===== src/verilog/pmbus_fault_pkg.sv =====
// Behaviour
// - current warn limit: zero exponent, 11-bit mantissa
// - current warn limit loads channel maximum current
// - nonzero exponent write discarded, comm fault, alert
// - page 00h A, 01h B, FFh both
// - temperature above fault limit raises fault
// - thermal fault shuts down, flags, alerts
// - thermal action accepts 80h latch, C0h restart
// - latch clears on enable toggle or bias
// - shared commands ignore page selection
// - invalid action code discarded, comm fault, alert
// - warn limit flags and alerts, no shutdown
// - warn limit resets to 105 degrees
// - input limit rejects mantissa above 31
// - input overvoltage sets other, input flags, alert
// - input action fixed 00h, keeps converting
package pmbus_fault_pkg;
  // bus address of this device
  localparam logic [6:0] BUS_ADDR = 7'h58;
  // command codes
  localparam logic [7:0] CMD_PAGE = 8'h00;
  localparam logic [7:0] CMD_OCW = 8'h4a;
  localparam logic [7:0] CMD_OTF = 8'h4f;
  localparam logic [7:0] CMD_OTA = 8'h50;
  localparam logic [7:0] CMD_OTW = 8'h51;
  localparam logic [7:0] CMD_VINOV = 8'h55;
  localparam logic [7:0] CMD_VINA = 8'h56;
  // page selections
  localparam logic [7:0] PAGE_A = 8'h00;
  localparam logic [7:0] PAGE_B = 8'h01;
  localparam logic [7:0] PAGE_ALL = 8'hff;
  // exponent field position in the high data byte
  localparam int EXP_HI_LSB = 3;
  // action codes
  localparam logic [7:0] ACT_LATCH = 8'h80;
  localparam logic [7:0] ACT_RESTART = 8'hc0;
  localparam logic [7:0] VIN_ACT_FIXED = 8'h00;
  // reset values
  localparam logic [7:0] PAGE_RST = 8'h00;
  localparam logic [7:0] OTA_RST = 8'h80;
  localparam logic [10:0] OTW_RST = 11'h069;
  localparam logic [10:0] TEMP_FAULT_DEFAULT_SELECT_0 = 11'h07d;
  localparam logic [10:0] TEMP_FAULT_DEFAULT_SELECT_1 = 11'h096;
  localparam logic [10:0] VIN_RST = 11'h00e;
  localparam logic [10:0] VIN_MAN_MAX = 11'h01f;
  // status bit positions
  localparam int SB_TEMP = 2;
  localparam int SB_CML = 1;
  localparam int SB_OTHER = 0;
  localparam int SW_INPUT = 5;
  localparam int ST_THERMAL_FAULT_FLAG = 7;
  localparam int ST_OT_WARN = 6;
  localparam int SI_VIN_OV = 7;
  localparam int SC_INVALID = 6;
  // alert mask / event positions
  localparam int EV_CML = 0;
  localparam int EV_OTF = 1;
  localparam int EV_OTW = 2;
  localparam int EV_VIN = 3;
endpackage : pmbus_fault_pkg


===== src/verilog/pmbus_serial_link.sv =====
`timescale 1ns/1ps
// serial byte engine: start/stop, address match, byte shift, ack
module pmbus_serial_link (
  input wire logic i_clk_sys,
  input wire logic i_rst_n,
  input wire logic i_scl,
  input wire logic i_sda_in,
  input wire logic [7:0] i_tx_byte,
  output logic o_sda_out,
  output logic o_sda_oe,
  output logic o_start,
  output logic o_stop,
  output logic o_rx_valid,
  output logic [7:0] o_rx_byte,
  output logic o_tx_taken
);
  // bit-level phases
  typedef enum logic [2:0] {
    L_IDLE, L_ADDR, L_ACK_ADDR, L_RX, L_ACK_RX, L_TX, L_ACK_TX, L_TX_NEXT
  } link_state_t;

  // all state of the engine
  typedef struct packed {
    link_state_t st;
    logic [7:0] sh;
    logic [2:0] bits;
    logic rd;
    logic ack_on;
    logic oe;
    logic scl_s1, scl_s2, scl_prev;
    logic sda_s1, sda_s2, sda_prev;
    logic start, stop, rx_valid, tx_taken;
    logic [7:0] rx_byte;
  } link_t;

  link_t r_reg; // registered state
  link_t r_next; // next state
  logic rise, fall, start_c, stop_c; // bus events
  logic [7:0] full; // byte with the newest bit

  // bus event detection on synchronised lines
  always_comb begin
    rise = !r_reg.scl_prev && r_reg.scl_s2;
    fall = r_reg.scl_prev && !r_reg.scl_s2;
    start_c = r_reg.scl_s2 && r_reg.scl_prev && r_reg.sda_prev
      && !r_reg.sda_s2;
    stop_c = r_reg.scl_s2 && r_reg.scl_prev && !r_reg.sda_prev
      && r_reg.sda_s2;
    full = {r_reg.sh[6:0], r_reg.sda_s2};
  end

  // next-state logic of the engine
  always_comb begin
    r_next = r_reg;
    // two-flop synchronisers, first stage read only here
    r_next.scl_s1 = i_scl;
    r_next.scl_s2 = r_reg.scl_s1;
    r_next.scl_prev = r_reg.scl_s2;
    r_next.sda_s1 = i_sda_in;
    r_next.sda_s2 = r_reg.sda_s1;
    r_next.sda_prev = r_reg.sda_s2;
    r_next.start = 1'b0;
    r_next.stop = 1'b0;
    r_next.rx_valid = 1'b0;
    r_next.tx_taken = 1'b0;
    if (start_c) begin // start or repeated start
      r_next.st = L_ADDR;
      r_next.bits = 3'd0;
      r_next.oe = 1'b0;
      r_next.start = 1'b1;
    end else if (stop_c) begin // stop ends everything
      r_next.st = L_IDLE;
      r_next.oe = 1'b0;
      r_next.stop = 1'b1;
    end else if (rise) begin // sample on rising clock
      case (r_reg.st)
        L_ADDR, L_RX: begin
          r_next.sh = full;
          r_next.bits = r_reg.bits + 3'd1;
          if (r_reg.bits == 3'd7) begin
            r_next.ack_on = 1'b0;
            if (r_reg.st == L_RX) begin
              r_next.rx_byte = full;
              r_next.rx_valid = 1'b1;
              r_next.st = L_ACK_RX;
            end else if (full[7:1] == pmbus_fault_pkg::BUS_ADDR) begin
              r_next.rd = full[0];
              r_next.st = L_ACK_ADDR;
            end else begin
              r_next.st = L_IDLE;
            end
          end
        end
        L_TX: begin
          r_next.bits = r_reg.bits + 3'd1;
          if (r_reg.bits == 3'd7) begin
            r_next.st = L_ACK_TX;
          end
        end
        L_ACK_TX: begin // master nack ends the read
          r_next.st = r_reg.sda_s2 ? L_IDLE : L_TX_NEXT;
        end
        default: begin
        end
      endcase
    end else if (fall) begin // drive on falling clock
      case (r_reg.st)
        L_ACK_ADDR, L_ACK_RX: begin
          if (!r_reg.ack_on) begin // pull low for ack
            r_next.ack_on = 1'b1;
            r_next.oe = 1'b1;
          end else begin
            r_next.ack_on = 1'b0;
            r_next.oe = 1'b0;
            r_next.bits = 3'd0;
            if (r_reg.st == L_ACK_ADDR && r_reg.rd) begin
              r_next.sh = i_tx_byte;
              r_next.oe = !i_tx_byte[7];
              r_next.tx_taken = 1'b1;
              r_next.st = L_TX;
            end else begin
              r_next.st = L_RX;
            end
          end
        end
        L_TX: begin // next data bit, msb first
          r_next.sh = {r_reg.sh[6:0], 1'b0};
          r_next.oe = !r_reg.sh[6];
        end
        L_ACK_TX: begin
          r_next.oe = 1'b0;
        end
        L_TX_NEXT: begin // load the following byte
          r_next.sh = i_tx_byte;
          r_next.oe = !i_tx_byte[7];
          r_next.tx_taken = 1'b1;
          r_next.bits = 3'd0;
          r_next.st = L_TX;
        end
        default: begin
        end
      endcase
    end
    if (!i_rst_n) begin // synchronous reset
      r_next = '0;
    end
  end

  // state register
  always_ff @(posedge i_clk_sys) begin
    r_reg <= r_next;
  end

  assign o_sda_out = 1'b0;
  assign o_sda_oe = r_reg.oe;
  assign o_start = r_reg.start;
  assign o_stop = r_reg.stop;
  assign o_rx_valid = r_reg.rx_valid;
  assign o_rx_byte = r_reg.rx_byte;
  assign o_tx_taken = r_reg.tx_taken;
endmodule : pmbus_serial_link


===== src/verilog/pmbus_fault_limit_response_bank.sv =====
`timescale 1ns/1ps
// fault and warning limit bank behind the serial management bus
module pmbus_fault_limit_response_bank (
  input wire logic i_clk_sys,
  input wire logic i_rst_n,
  input wire logic i_scl,
  input wire logic i_sda_in,
  output logic o_sda_out,
  output logic o_sda_oe,
  output logic o_alert_line_out,
  output logic o_alert_line_oe,
  input wire logic [10:0] i_channel_max_current_a,
  input wire logic [10:0] i_channel_max_current_b,
  input wire logic i_temp_fault_default_select,
  input wire logic i_restore_defaults,
  input wire logic [10:0] i_temp_a,
  input wire logic [10:0] i_temp_b,
  input wire logic [10:0] i_vin_volts,
  input wire logic [3:0] i_alert_mask_reg,
  input wire logic i_status_clear,
  input wire logic [1:0] i_channel_enable_pin,
  input wire logic [1:0] i_operation_on,
  input wire logic i_onoff_use_pin,
  input wire logic i_onoff_use_cmd,
  input wire logic i_bias_supply_pin,
  output logic [1:0] o_channel_shutdown,
  output logic [7:0] o_status_byte,
  output logic [15:0] o_status_word,
  output logic [7:0] o_status_temp,
  output logic [7:0] o_status_input,
  output logic [7:0] o_comm_fault_status
);
  // all state of the bank
  typedef struct packed {
    logic [7:0] page;
    logic [1:0][10:0] ocw_mantissa;
    logic [1:0][10:0] temp_fault_mantissa;
    logic [1:0][10:0] temp_warn_mantissa;
    logic [7:0] temp_fault_action_code;
    logic [10:0] input_ov_mantissa;
    logic [7:0] cmd, lo, hi;
    logic [2:0] count;
    logic rd_hi;
    logic cml, thermal_fault_flag, temp_warn_flag, input_ov_flag;
    logic [1:0] latch;
    logic [1:0] shut;
    logic alert;
    logic [1:0] en_s1, en_s2, en_prev;
    logic bias_s1, bias_s2;
    logic [1:0] on_prev;
  } bank_t;

  bank_t r_reg; // registered state
  bank_t r_next; // next state
  logic link_start, link_stop, rx_valid, tx_taken; // engine events
  logic [7:0] rx_byte; // received byte
  logic [7:0] tx_byte; // byte offered for reading
  logic [15:0] rd_word; // selected register value
  logic sel_b; // page points at channel b
  logic [1:0][10:0] temp; // sensed temperature per channel
  logic [1:0] ot_ch, warn_ch; // per-channel comparisons
  logic ot_now, warn_now, vin_now; // live conditions
  logic commit, size_ok, bad, bad_all, good; // write checking
  logic word_cmd, byte_cmd; // command width classes
  logic [1:0] wr_ch; // channels reached by a paged write
  logic [1:0] en_fall, on_fall; // off edges of enable controls
  logic [3:0] flags_next; // sticky events after update

  // serial byte engine
  pmbus_serial_link u_link (
    .i_clk_sys(i_clk_sys),
    .i_rst_n(i_rst_n),
    .i_scl(i_scl),
    .i_sda_in(i_sda_in),
    .i_tx_byte(tx_byte),
    .o_sda_out(o_sda_out),
    .o_sda_oe(o_sda_oe),
    .o_start(link_start),
    .o_stop(link_stop),
    .o_rx_valid(rx_valid),
    .o_rx_byte(rx_byte),
    .o_tx_taken(tx_taken)
  );

  // read mux and write classification
  always_comb begin
    sel_b = (r_reg.page == pmbus_fault_pkg::PAGE_B);
    rd_word = 16'h0000;
    word_cmd = 1'b0;
    byte_cmd = 1'b0;
    bad = 1'b1;
    case (r_reg.cmd)
      pmbus_fault_pkg::CMD_PAGE: begin
        rd_word = {8'h00, r_reg.page};
        byte_cmd = 1'b1;
        bad = !(r_reg.lo == pmbus_fault_pkg::PAGE_A ||
          r_reg.lo == pmbus_fault_pkg::PAGE_B ||
          r_reg.lo == pmbus_fault_pkg::PAGE_ALL);
      end
      pmbus_fault_pkg::CMD_OCW: begin // exponent reads zero
        rd_word = {5'h00, r_reg.ocw_mantissa[sel_b]};
        word_cmd = 1'b1;
        bad = (r_reg.hi[7:3] != 5'h00);
      end
      pmbus_fault_pkg::CMD_OTF: begin
        rd_word = {5'h00, r_reg.temp_fault_mantissa[sel_b]};
        word_cmd = 1'b1;
        bad = (r_reg.hi[7:3] != 5'h00);
      end
      pmbus_fault_pkg::CMD_OTA: begin
        rd_word = {8'h00, r_reg.temp_fault_action_code};
        byte_cmd = 1'b1;
        bad = !(r_reg.lo == pmbus_fault_pkg::ACT_LATCH ||
          r_reg.lo == pmbus_fault_pkg::ACT_RESTART);
      end
      pmbus_fault_pkg::CMD_OTW: begin
        rd_word = {5'h00, r_reg.temp_warn_mantissa[sel_b]};
        word_cmd = 1'b1;
        bad = (r_reg.hi[7:3] != 5'h00);
      end
      pmbus_fault_pkg::CMD_VINOV: begin
        rd_word = {5'h00, r_reg.input_ov_mantissa};
        word_cmd = 1'b1;
        bad = (r_reg.hi[7:3] != 5'h00) ||
          ({r_reg.hi[2:0], r_reg.lo} > pmbus_fault_pkg::VIN_MAN_MAX);
      end
      pmbus_fault_pkg::CMD_VINA: begin // read-only fixed action
        rd_word = {8'h00, pmbus_fault_pkg::VIN_ACT_FIXED};
        byte_cmd = 1'b1;
        bad = 1'b1;
      end
      default: begin // unsupported command
        bad = 1'b1;
      end
    endcase
    tx_byte = r_reg.rd_hi ? rd_word[15:8] : rd_word[7:0];
    commit = link_stop && (r_reg.count >= 3'd2);
    size_ok = (word_cmd && r_reg.count == 3'd3) ||
      (byte_cmd && r_reg.count == 3'd2);
    bad_all = !size_ok || bad;
    good = commit && !bad_all;
    wr_ch[0] = (r_reg.page == pmbus_fault_pkg::PAGE_ALL) || !sel_b;
    wr_ch[1] = (r_reg.page == pmbus_fault_pkg::PAGE_ALL) || sel_b;
  end

  // per-channel threshold comparisons
  always_comb begin
    temp[0] = i_temp_a;
    temp[1] = i_temp_b;
    for (int c = 0; c < 2; c++) begin
      ot_ch[c] = $signed(temp[c]) >
        $signed(r_reg.temp_fault_mantissa[c]);
      warn_ch[c] = $signed(temp[c]) >
        $signed(r_reg.temp_warn_mantissa[c]);
    end
    ot_now = |ot_ch;
    warn_now = |warn_ch;
    vin_now = i_vin_volts > r_reg.input_ov_mantissa;
    en_fall = r_reg.en_prev & ~r_reg.en_s2;
    on_fall = r_reg.on_prev & ~i_operation_on;
  end

  // next-state logic of the bank
  always_comb begin
    r_next = r_reg;
    // pin synchronisers
    r_next.en_s1 = i_channel_enable_pin;
    r_next.en_s2 = r_reg.en_s1;
    r_next.en_prev = r_reg.en_s2;
    r_next.bias_s1 = i_bias_supply_pin;
    r_next.bias_s2 = r_reg.bias_s1;
    r_next.on_prev = i_operation_on;
    // transaction tracking
    if (link_start) begin
      r_next.count = 3'd0;
      r_next.rd_hi = 1'b0;
    end else if (rx_valid) begin
      case (r_reg.count)
        3'd0: r_next.cmd = rx_byte;
        3'd1: r_next.lo = rx_byte;
        3'd2: r_next.hi = rx_byte;
        default: begin
        end
      endcase
      if (r_reg.count != 3'd7) begin
        r_next.count = r_reg.count + 3'd1;
      end
    end
    if (tx_taken) begin // low byte first, then high
      r_next.rd_hi = !r_reg.rd_hi;
    end
    // accepted writes
    if (good) begin
      case (r_reg.cmd)
        pmbus_fault_pkg::CMD_PAGE: r_next.page = r_reg.lo;
        pmbus_fault_pkg::CMD_OTA: begin // shared, page ignored
          r_next.temp_fault_action_code = r_reg.lo;
        end
        pmbus_fault_pkg::CMD_VINOV: begin
          r_next.input_ov_mantissa = {r_reg.hi[2:0], r_reg.lo};
        end
        default: begin // paged word limits
          for (int c = 0; c < 2; c++) begin
            if (wr_ch[c]) begin
              if (r_reg.cmd == pmbus_fault_pkg::CMD_OCW) begin
                r_next.ocw_mantissa[c] = {r_reg.hi[2:0], r_reg.lo};
              end else if (r_reg.cmd == pmbus_fault_pkg::CMD_OTF) begin
                r_next.temp_fault_mantissa[c] = {r_reg.hi[2:0], r_reg.lo};
              end else if (r_reg.cmd == pmbus_fault_pkg::CMD_OTW) begin
                r_next.temp_warn_mantissa[c] = {r_reg.hi[2:0], r_reg.lo};
              end
            end
          end
        end
      endcase
    end
    // sticky flags, a new event wins over the clear
    r_next.cml = (r_reg.cml && !i_status_clear) ||
      (commit && bad_all);
    r_next.thermal_fault_flag = (r_reg.thermal_fault_flag &&
      !i_status_clear) || ot_now;
    r_next.temp_warn_flag = (r_reg.temp_warn_flag &&
      !i_status_clear) || warn_now;
    r_next.input_ov_flag = (r_reg.input_ov_flag &&
      !i_status_clear) || vin_now;
    // latch-off and restart handling, both channels shut down
    for (int c = 0; c < 2; c++) begin
      r_next.latch[c] = (r_reg.latch[c] &&
        !((i_onoff_use_pin && en_fall[c]) ||
          (i_onoff_use_cmd && on_fall[c]) || !r_reg.bias_s2)) ||
        (ot_now && r_reg.temp_fault_action_code ==
          pmbus_fault_pkg::ACT_LATCH);
      r_next.shut[c] = r_next.latch[c] || (ot_now &&
        r_reg.temp_fault_action_code ==
          pmbus_fault_pkg::ACT_RESTART);
    end
    // alert unless masked
    flags_next = 4'h0;
    flags_next[pmbus_fault_pkg::EV_CML] = r_next.cml;
    flags_next[pmbus_fault_pkg::EV_OTF] = r_next.thermal_fault_flag;
    flags_next[pmbus_fault_pkg::EV_OTW] = r_next.temp_warn_flag;
    flags_next[pmbus_fault_pkg::EV_VIN] = r_next.input_ov_flag;
    r_next.alert = |(flags_next & ~i_alert_mask_reg);
    // reset and restore-defaults loading
    if (!i_rst_n) begin
      r_next = '0;
      r_next.page = pmbus_fault_pkg::PAGE_RST;
    end
    if (!i_rst_n || i_restore_defaults) begin
      r_next.ocw_mantissa[0] = i_channel_max_current_a;
      r_next.ocw_mantissa[1] = i_channel_max_current_b;
      for (int c = 0; c < 2; c++) begin
        r_next.temp_fault_mantissa[c] = i_temp_fault_default_select ?
          pmbus_fault_pkg::TEMP_FAULT_DEFAULT_SELECT_1 :
          pmbus_fault_pkg::TEMP_FAULT_DEFAULT_SELECT_0;
        r_next.temp_warn_mantissa[c] = pmbus_fault_pkg::OTW_RST;
      end
      r_next.temp_fault_action_code = pmbus_fault_pkg::OTA_RST;
      r_next.input_ov_mantissa = pmbus_fault_pkg::VIN_RST;
    end
  end

  // state register
  always_ff @(posedge i_clk_sys) begin
    r_reg <= r_next;
  end

  // status and pin outputs straight from state
  always_comb begin
    o_status_byte = 8'h00;
    o_status_byte[pmbus_fault_pkg::SB_TEMP] =
      r_reg.thermal_fault_flag || r_reg.temp_warn_flag;
    o_status_byte[pmbus_fault_pkg::SB_CML] = r_reg.cml;
    o_status_byte[pmbus_fault_pkg::SB_OTHER] = r_reg.input_ov_flag;
    o_status_word = {8'h00, o_status_byte};
    o_status_word[8 + pmbus_fault_pkg::SW_INPUT] = r_reg.input_ov_flag;
    o_status_temp = 8'h00;
    o_status_temp[pmbus_fault_pkg::ST_THERMAL_FAULT_FLAG] = r_reg.thermal_fault_flag;
    o_status_temp[pmbus_fault_pkg::ST_OT_WARN] = r_reg.temp_warn_flag;
    o_status_input = 8'h00;
    o_status_input[pmbus_fault_pkg::SI_VIN_OV] = r_reg.input_ov_flag;
    o_comm_fault_status = 8'h00;
    o_comm_fault_status[pmbus_fault_pkg::SC_INVALID] = r_reg.cml;
  end
  assign o_alert_line_out = 1'b0;
  assign o_alert_line_oe = r_reg.alert;
  assign o_channel_shutdown = r_reg.shut;
endmodule : pmbus_fault_limit_response_bank


===== config.mk =====
export PLATFORM = sky130hd
export DESIGN_NAME = pmbus_fault_limit_response_bank
export DESIGN_NICKNAME = d
export VERILOG_FILES = /design/src/verilog/pmbus_fault_pkg.sv /design/src/verilog/pmbus_serial_link.sv /design/src/verilog/pmbus_fault_limit_response_bank.sv
export SDC_FILE = /design/constraint.sdc
export NUM_CORES = 1
export LEC_CHECK = 0
export BUFFER_PORTS_ARGS = -buffer_cell sky130_fd_sc_hd__clkbuf_2
export CAP_MARGIN = 10
export CELL_PAD_IN_SITES_DETAIL_PLACEMENT = 1
export CELL_PAD_IN_SITES_GLOBAL_PLACEMENT = 2
export CORE_AREA = 2 2 153 170
export CTS_BUF_LIST = sky130_fd_sc_hd__clkbuf_4
export CTS_CLUSTER_SIZE = 28
export DETAILED_ROUTE_END_ITERATION = 10
export DIE_AREA = 0 0 155 172
export PLACE_DENSITY = 0.91
export SYNTH_ARGS = -nofsm -noshare
export SYNTH_HDL_FRONTEND = slang
export SYNTH_SLANG_ARGS = --single-unit
export TNS_END_PERCENT = 50

===== constraint.sdc =====
create_clock -name i_clk_sys -period 4.6 [get_ports i_clk_sys]
set_input_delay 0.46 -clock i_clk_sys [delete_from_list [all_inputs] [get_ports i_clk_sys]]
set_output_delay 0.46 -clock i_clk_sys [all_outputs]
set_load 0.02 [all_outputs]

* Yosys cells after proc, flatten, opt, wreduce, memory -nomap -nowiden
Index checks and enable logic that the tools add are counted.
** Word-level totals
- Output and inout bits :: 54
- Word-level logic and storage cells :: 323
- Register bits after elaboration :: 174
- Input port bits :: 73
** Operators by class
- Reduce and logical (&&, ||, !) cells :: 117
- Add/subtract/negate cells :: 2
- Mux-type cells :: 74
- Bitwise logic cells :: 18
- Equal/unequal tests :: 55
- Order comparisons :: 8
** Operators by type and width (count)
- 11-bit two-way mux :: 22
- 85-bit two-way mux :: 2
- 132-bit two-way mux :: 1
- 66-bit two-way mux :: 1
- 11-bit one-hot mux with 6 select lines :: 1
- 8-bit two-way mux :: 8
- 11-bit > comparator :: 5
- 8-bit by 7-bit equality test with 1-bit output (second input constant) :: 6
- 8-bit equality test (second input constant) :: 6
- 6-bit AND reduction :: 8
- 14-bit two-way mux :: 3
- 27-bit two-way mux :: 1
- 1-bit logical AND :: 25
- 24-bit two-way mux :: 1
- 3-bit two-way mux :: 8
- 8-bit one-hot mux with 3 select lines :: 1
- 1-bit logical OR :: 22
- 3-bit by 1-bit != test with 1-bit output (second input constant) :: 7
- 1-bit zero test :: 17
- 8-bit by 1-bit equality test with 1-bit output (second input constant) :: 2
- 8-bit zero test :: 2
- 1-bit two-way mux :: 16
- 3-bit equality test (second input constant) :: 5
- 5-bit AND reduction :: 3
- other kinds (39) :: 101

* Longest topological paths before layout
- Depth after elaboration :: 13
- Gate-level depth with buffers :: 11
- Depth with buffers taken out :: 9

* Hierarchy
A second synthesis with hierarchy kept.
** Second synthesis, totals
- Cells, all modules :: 1172
- Area, all modules :: 10148.5 µm²
** Modules (own cells, without submodules)
- pmbus_fault_limit_response_bank :: sequential area each 3243.1 µm², cells an instance 963, instances 1, area each 8210.4 µm²
- pmbus_serial_link :: sequential area each 680.7 µm², cells an instance 209, instances 1, area each 1938.1 µm²

* Least setup slack after synthesis
Ideal clock, no wire load.
- Path type :: reg-to-reg
- Start :: reg r_reg[45] (netlist bit)
- End :: reg r_reg[88] (netlist bit) (enable)
- Arrival :: 2641 ps
- Buffers on the path :: 3
- Path slack :: 1565 ps
- Period minus slack after synthesis :: 3035 ps
- Library setup time :: 394 ps
- Cell stages (with the launch flop) :: 10
- Required time :: 4206 ps
- Path through :: dfxtp_1 or3b_1 buf_2 nor4_1 a21o_1 and3_1 buf_4 buf_2 nand2_1 o21ai_0
** On the way
- Longest elaborated chain between the ends :: 11
- Elaborated cells between the ends (all ways) :: 26
- Those cells by class :: 10 x eq/ne; 3 x mux; 13 x reduce/logical
** RTL lines
- from (decl) :: line pmbus_fault_limit_response_bank.sv:53 : bank_t r_reg;
- from (signal assigned) :: line pmbus_fault_limit_response_bank.sv:265 : r_reg <= r_next;
- 8-bit by 7-bit equality test with 1-bit output, or another cell as far along :: line pmbus_fault_limit_response_bank.sv:92, pmbus_fault_limit_response_bank.sv:205
- 4-bit OR reduction (no line) or 3-bit OR reduction (tied branches)
- 1-bit two-way mux :: line pmbus_fault_limit_response_bank.sv:92 : case (r_reg.cmd)
- 1-bit logical AND, on equally long branches :: line pmbus_fault_limit_response_bank.sv:138, pmbus_fault_limit_response_bank.sv:139
- 1-bit logical OR :: line pmbus_fault_limit_response_bank.sv:138 : size_ok = (word_cmd && r_reg.count == 3'd3) ||
- 1-bit zero test :: line pmbus_fault_limit_response_bank.sv:140 : bad_all = !size_ok || bad;
- 1-bit logical OR :: line pmbus_fault_limit_response_bank.sv:140
- 1-bit zero test :: line pmbus_fault_limit_response_bank.sv:141 : good = commit && !bad_all;
- 1-bit logical AND :: line pmbus_fault_limit_response_bank.sv:141
- 3-bit by 1-bit != test with 1-bit output (no line)
- 5-bit AND reduction (no line) *
Every way passes the cells marked *; elsewhere a longest branch is shown, timed or not.
A chain may end at the register's enable or synchronous reset.

* Final worst setup path
- Start :: reg r_reg[138] (netlist bit)
- End :: reg u_link.r_reg (netlist bit u_link.full[3])
** On the way
- Longest elaborated chain between the ends :: 10
- Elaborated cells between the ends (all ways) :: 14
- Those cells by class :: 1 x eq/ne; 13 x mux
** RTL lines
- 8-bit by 1-bit equality test with 1-bit output * :: line pmbus_fault_limit_response_bank.sv:87 : sel_b = (r_reg.page == pmbus_fault_pkg::PAGE_B);
- 11-bit two-way mux, on equally long branches (2 in a row) :: line pmbus_fault_limit_response_bank.sv:117, pmbus_fault_limit_response_bank.sv:101, pmbus_fault_limit_response_bank.sv:106
- 11-bit one-hot mux with 6 select lines * :: line pmbus_fault_limit_response_bank.sv:92
- 8-bit two-way mux * :: line pmbus_fault_limit_response_bank.sv:136 : tx_byte = r_reg.rd_hi ? rd_word[15:8] : rd_word[7:0];
- 8-bit two-way mux :: line pmbus_serial_link.sv:116 : if (r_reg.st == L_ACK_ADDR && r_reg.rd) begin
- 14-bit two-way mux :: line pmbus_serial_link.sv:109 : if (!r_reg.ack_on) begin
- 8-bit one-hot mux with 3 select lines * :: line pmbus_serial_link.sv:107 : case (r_reg.st)
- 14-bit two-way mux * :: line pmbus_serial_link.sv:106 : end else if (fall) begin
- 14-bit two-way mux * :: line pmbus_serial_link.sv:75 : end else if (rise) begin
- to (signal assigned) :: line pmbus_serial_link.sv:151 : r_reg <= r_next;
- to (decl) :: line pmbus_serial_link.sv:36 : link_t r_reg;
Every way passes the cells marked *; elsewhere a longest branch is shown, timed or not. The select of a mux whose other input is x is not followed.

==> summary.md <==
| Metric | Value |
|---|---|
| Post-DP HPWL | `22300 um` |
| Number of buffers added on ports | `87` |
| CP arrival | `between 3000 and 4000 ps` |
| Drt pass-1 iters | `5` |
| Mapped cell area | `9650 um^2` |
| Warnings, synthesis | `0` |
| CTS root buffer | `clkbuf_4` |
| Crit path max-delay cell type | `and3_1` |
| Chip Width | `around 160 um` |
| Sw power | `741 uW` |
| Clock skew | `about 23 ps` |
| Status | `complete, no violations` |
| TritonCTS clock tree | `yes` |
| Worst R2R Start | `r_reg[138]$_SDFFE_PN0P_` |
| WHS Path Cells | `2` |
| Via density | `5.42` |
| Core area | `25000 um^2` |
| Post-CTS Setup Inserts | `0` |
| Cell Pwr Density | `roughly 280 nW/um^2` |
| Netlist cell types | `between 60 and 70` |
| Rows | `between 60 and 70` |
| Top cells by count, synth | `nand2_1 (187), dfxtp_1 (130), a21oi_1 (87), inv_1 (77), ha_1 (66)` |
| Hold_buf cts | `0` |
| VDD IR max | `0.147 mV` |
| Layout Area Growth over Synthesis | `7.09%` |
| Die Span Y | `about 170 um` |
| Syn Area/Cell | `8.72 um^2` |
| Seq. cell area | `3920 um^2` |
| Clock network latency to the later pin of the worst-skew pair | `590 ps` |
| Power share of the combinational group | `under 10%` |
| WS Path Type | `flop to flop` |
| Min cycle time layout | `3030 ps` |
| First-pass GRT wire length | `44300 um` |
| Worst-Margin Slew | `around 1100 ps` |
| Die ar. | `26700 um^2` |
| Overflow after GRT | `0` |
| Post_cts resized | `0` |
| Slew Limit Fails | `0` |
| Worst hold path startpoint | `i_sda_in` |
| Max reg flops | `133` |
| Critical path fanouts, max | `18` |
| Number of H-tree levels | `4` |
| Total GRT Usage | `21.5%` |
| Area share of the largest cell type after synthesis | `27.0%` |
| Final period util | `65.9%` |
| Largest buffer count on any clock path | `2` |
| Leak pwr | `roughly 4.4 nW` |
| Largest cells by area after synthesis | `dfxtp_1 (27%), edfxtp_1 (14%), ha_1 (8.6%)` |
| Clock power share | `between 30% and 40%` |
| Vias | `8030` |
| CP startpoint | `r_reg[138]$_SDFFE_PN0P_` |
| NumNets Final | `1292` |
| Fraction of power spent switching nets | `26.0%` |
| CTS Buf Count | `17` |
| Placer Congestion | `0.885` |
| Starting Density | `between 30% and 40%` |
| Worst Path Required | `5110 ps` |
| Setup tns final | `0 ps` |
| Vias in the first global route | `7971` |
| Most frequent CP cell | `nor3_1` |
| Register area share after synthesis | `40.7%` |
| Initial DRC count | `around 540` |
| Final setup vio count | `0` |
| Hold WC Path Type | `input pin to flop` |
| Largest net degree at the start of global routing | `50` |
| Clk sinks | `roughly 170` |
| Initial antenna violation count | `1` |
| R2r worst-path depth | `8` |
| Post-synth EDFFs | `44` |
| Fill cell total of the finished layout | `2991` |
| Multi-input logic area | `4930 um^2` |
| Slew HR | `roughly 28%` |
| Crit-path cells | `nor3_1, and3_1, buf_4, mux2i_1, o22ai_1, nor3_1, or3_1, a21oi_1` |
| Total wire length | `28500 um` |
| Drt wl/cell | `roughly 19 um` |
| DRC Markers | `0` |
| Sequential power share | `57.9%` |
| Max Clk Rate | `0.330 GHz` |
| Mapped Cells | `1107` |
| #FFs+latches synth | `174` |
| Max-cap violations | `0` |
| Final hold viol count | `0` |
| Post-synth ARST share | `0%` |
| Ys flop type | `dfxtp_1` |
| RSZ-0062 raised after global routing | `no` |
| Clk slew on worst S/H paths | `150 ps` |
| CP endpoint kind | `flop` |
| Layout cells sized above 1 | `approximately an eighth` |
| Critical Path Start Type | `flop` |
| I/O Pins | `127` |
| Most common cell in the netlist | `nand2_1` |
| Final design utilization | `41.4%` |
| Synth area leader | `dfxtp_1` |
| Int Pwr | `2.11 mW` |
| Post-route ant nets | `0` |
| Slowest cell delay on critical path | `960 ps` |
==> stage by stage <==
step | cells | cell area (um^2) | worst slack (ps) | hold WS [ps] | power, mW
detailed placement | 1449 | 10000 | 1600 | 425 | 1.96
floorplan | 1145 | 9790 | 1560 | 412 | 1.88
global placement | 1449 | 10000 | 1750 | 413 | 1.95
finish | 1482 | 10300 | 1570 | 76.2 | 2.85
CTS | 1481 | 10300 | 1620 | 45.5 | 2.87
global route | 1482 | 10300 | 1350 | 37.5 | 2.97
==> placed cells by master (no fill, tap or decap), drive strengths merged, types with 6 or more instances in the layout <==
cell,count
nand3,21
nor2b,10
dfxtp,130
nand4,12
nor3,22
buf,9
nand2b,13
a21oi,87
o211ai,14
o21ai,35
edfxtp,44
nor4,11
nor2,64
o22ai,8
and3,7
and2,29
or3,6
a211oi,8
a21o,15
inv,81
conb,39
nand2,187
nand3b,6
o21a,9
ha,66
mux2i,45
clkbuf,107
==> cells by family (layout without fill, tap and decap cells) <==
| group | Yosys count | after routing | share of synthesized area [%] |
|---|---|---|---|
| compound gates | 227 | 227 | 15.1 |
| xor+xnor | 6 | 6 | 0.545 |
| fa+ha+maj | 66 | 66 | 8.56 |
| buf+inv | 184 | 205 | 9.75 |
| flops | 174 | 174 | 40.7 |
| mux | 45 | 45 | 4.67 |
| other cells | 1 | 40 | 0.0389 |
| simple gates | 404 | 404 | 20.7 |
==> worst max-delay path: cells and delay by family, from the launching register on <==
family	cells	cell delay (ps)
AO/OA/AOI/OAI	2	260
buffers and inverters	1	350
flip-flops	1	370
multiplexers	1	100
AND/OR/NAND/NOR	4	1860
==> routing by layer <==
metal | wire, um | track usage (%)
met2 | 13900 | 37.6
met3 | 1300 | 3.13
met4 | 935 | 8.82
met5 | 0 | 0
met1 | 12400 | 26.7
==> power by group through the flow <==
stage               combinational [mW]  clock, mW  sequential [mW]
floorplan                        0.220          0             1.66
global placement                 0.271          0             1.68
detailed placement               0.279          0             1.68
CTS                              0.280      0.938             1.65
global route                     0.312       1.01             1.65
finish                           0.278      0.921             1.65
==> path summary, 6_finish.rpt <==
kind	endpoint	slack [ps]
worst max-delay path	u_link.full[3]$_SDFFE_PN0P_	1570
worst min-delay path	u_link.r_reg[14]$_SDFF_PN0_	80
worst max register to register	u_link.full[3]$_SDFFE_PN0P_	1570
worst min register to register	r_reg[6]$_SDFF_PN0_	450
==> final cells by class <==
| type | instances | share of cell area [%] |
|---|---|---|
| Multi-Input combinational cell | 787 | 47.7 |
| Sequential cell | 174 | 38.0 |
| Timing Repair Buffer | 96 | 4.87 |
| Tap cell | 315 | 3.81 |
| Inverter | 77 | 2.80 |
| Clock buffer | 20 | 1.45 |
| Clock inverter | 12 | 1.37 |
| Antenna cell | 1 | 0.0242 |
No activity file was read; power rests on OpenSTA's default activity.
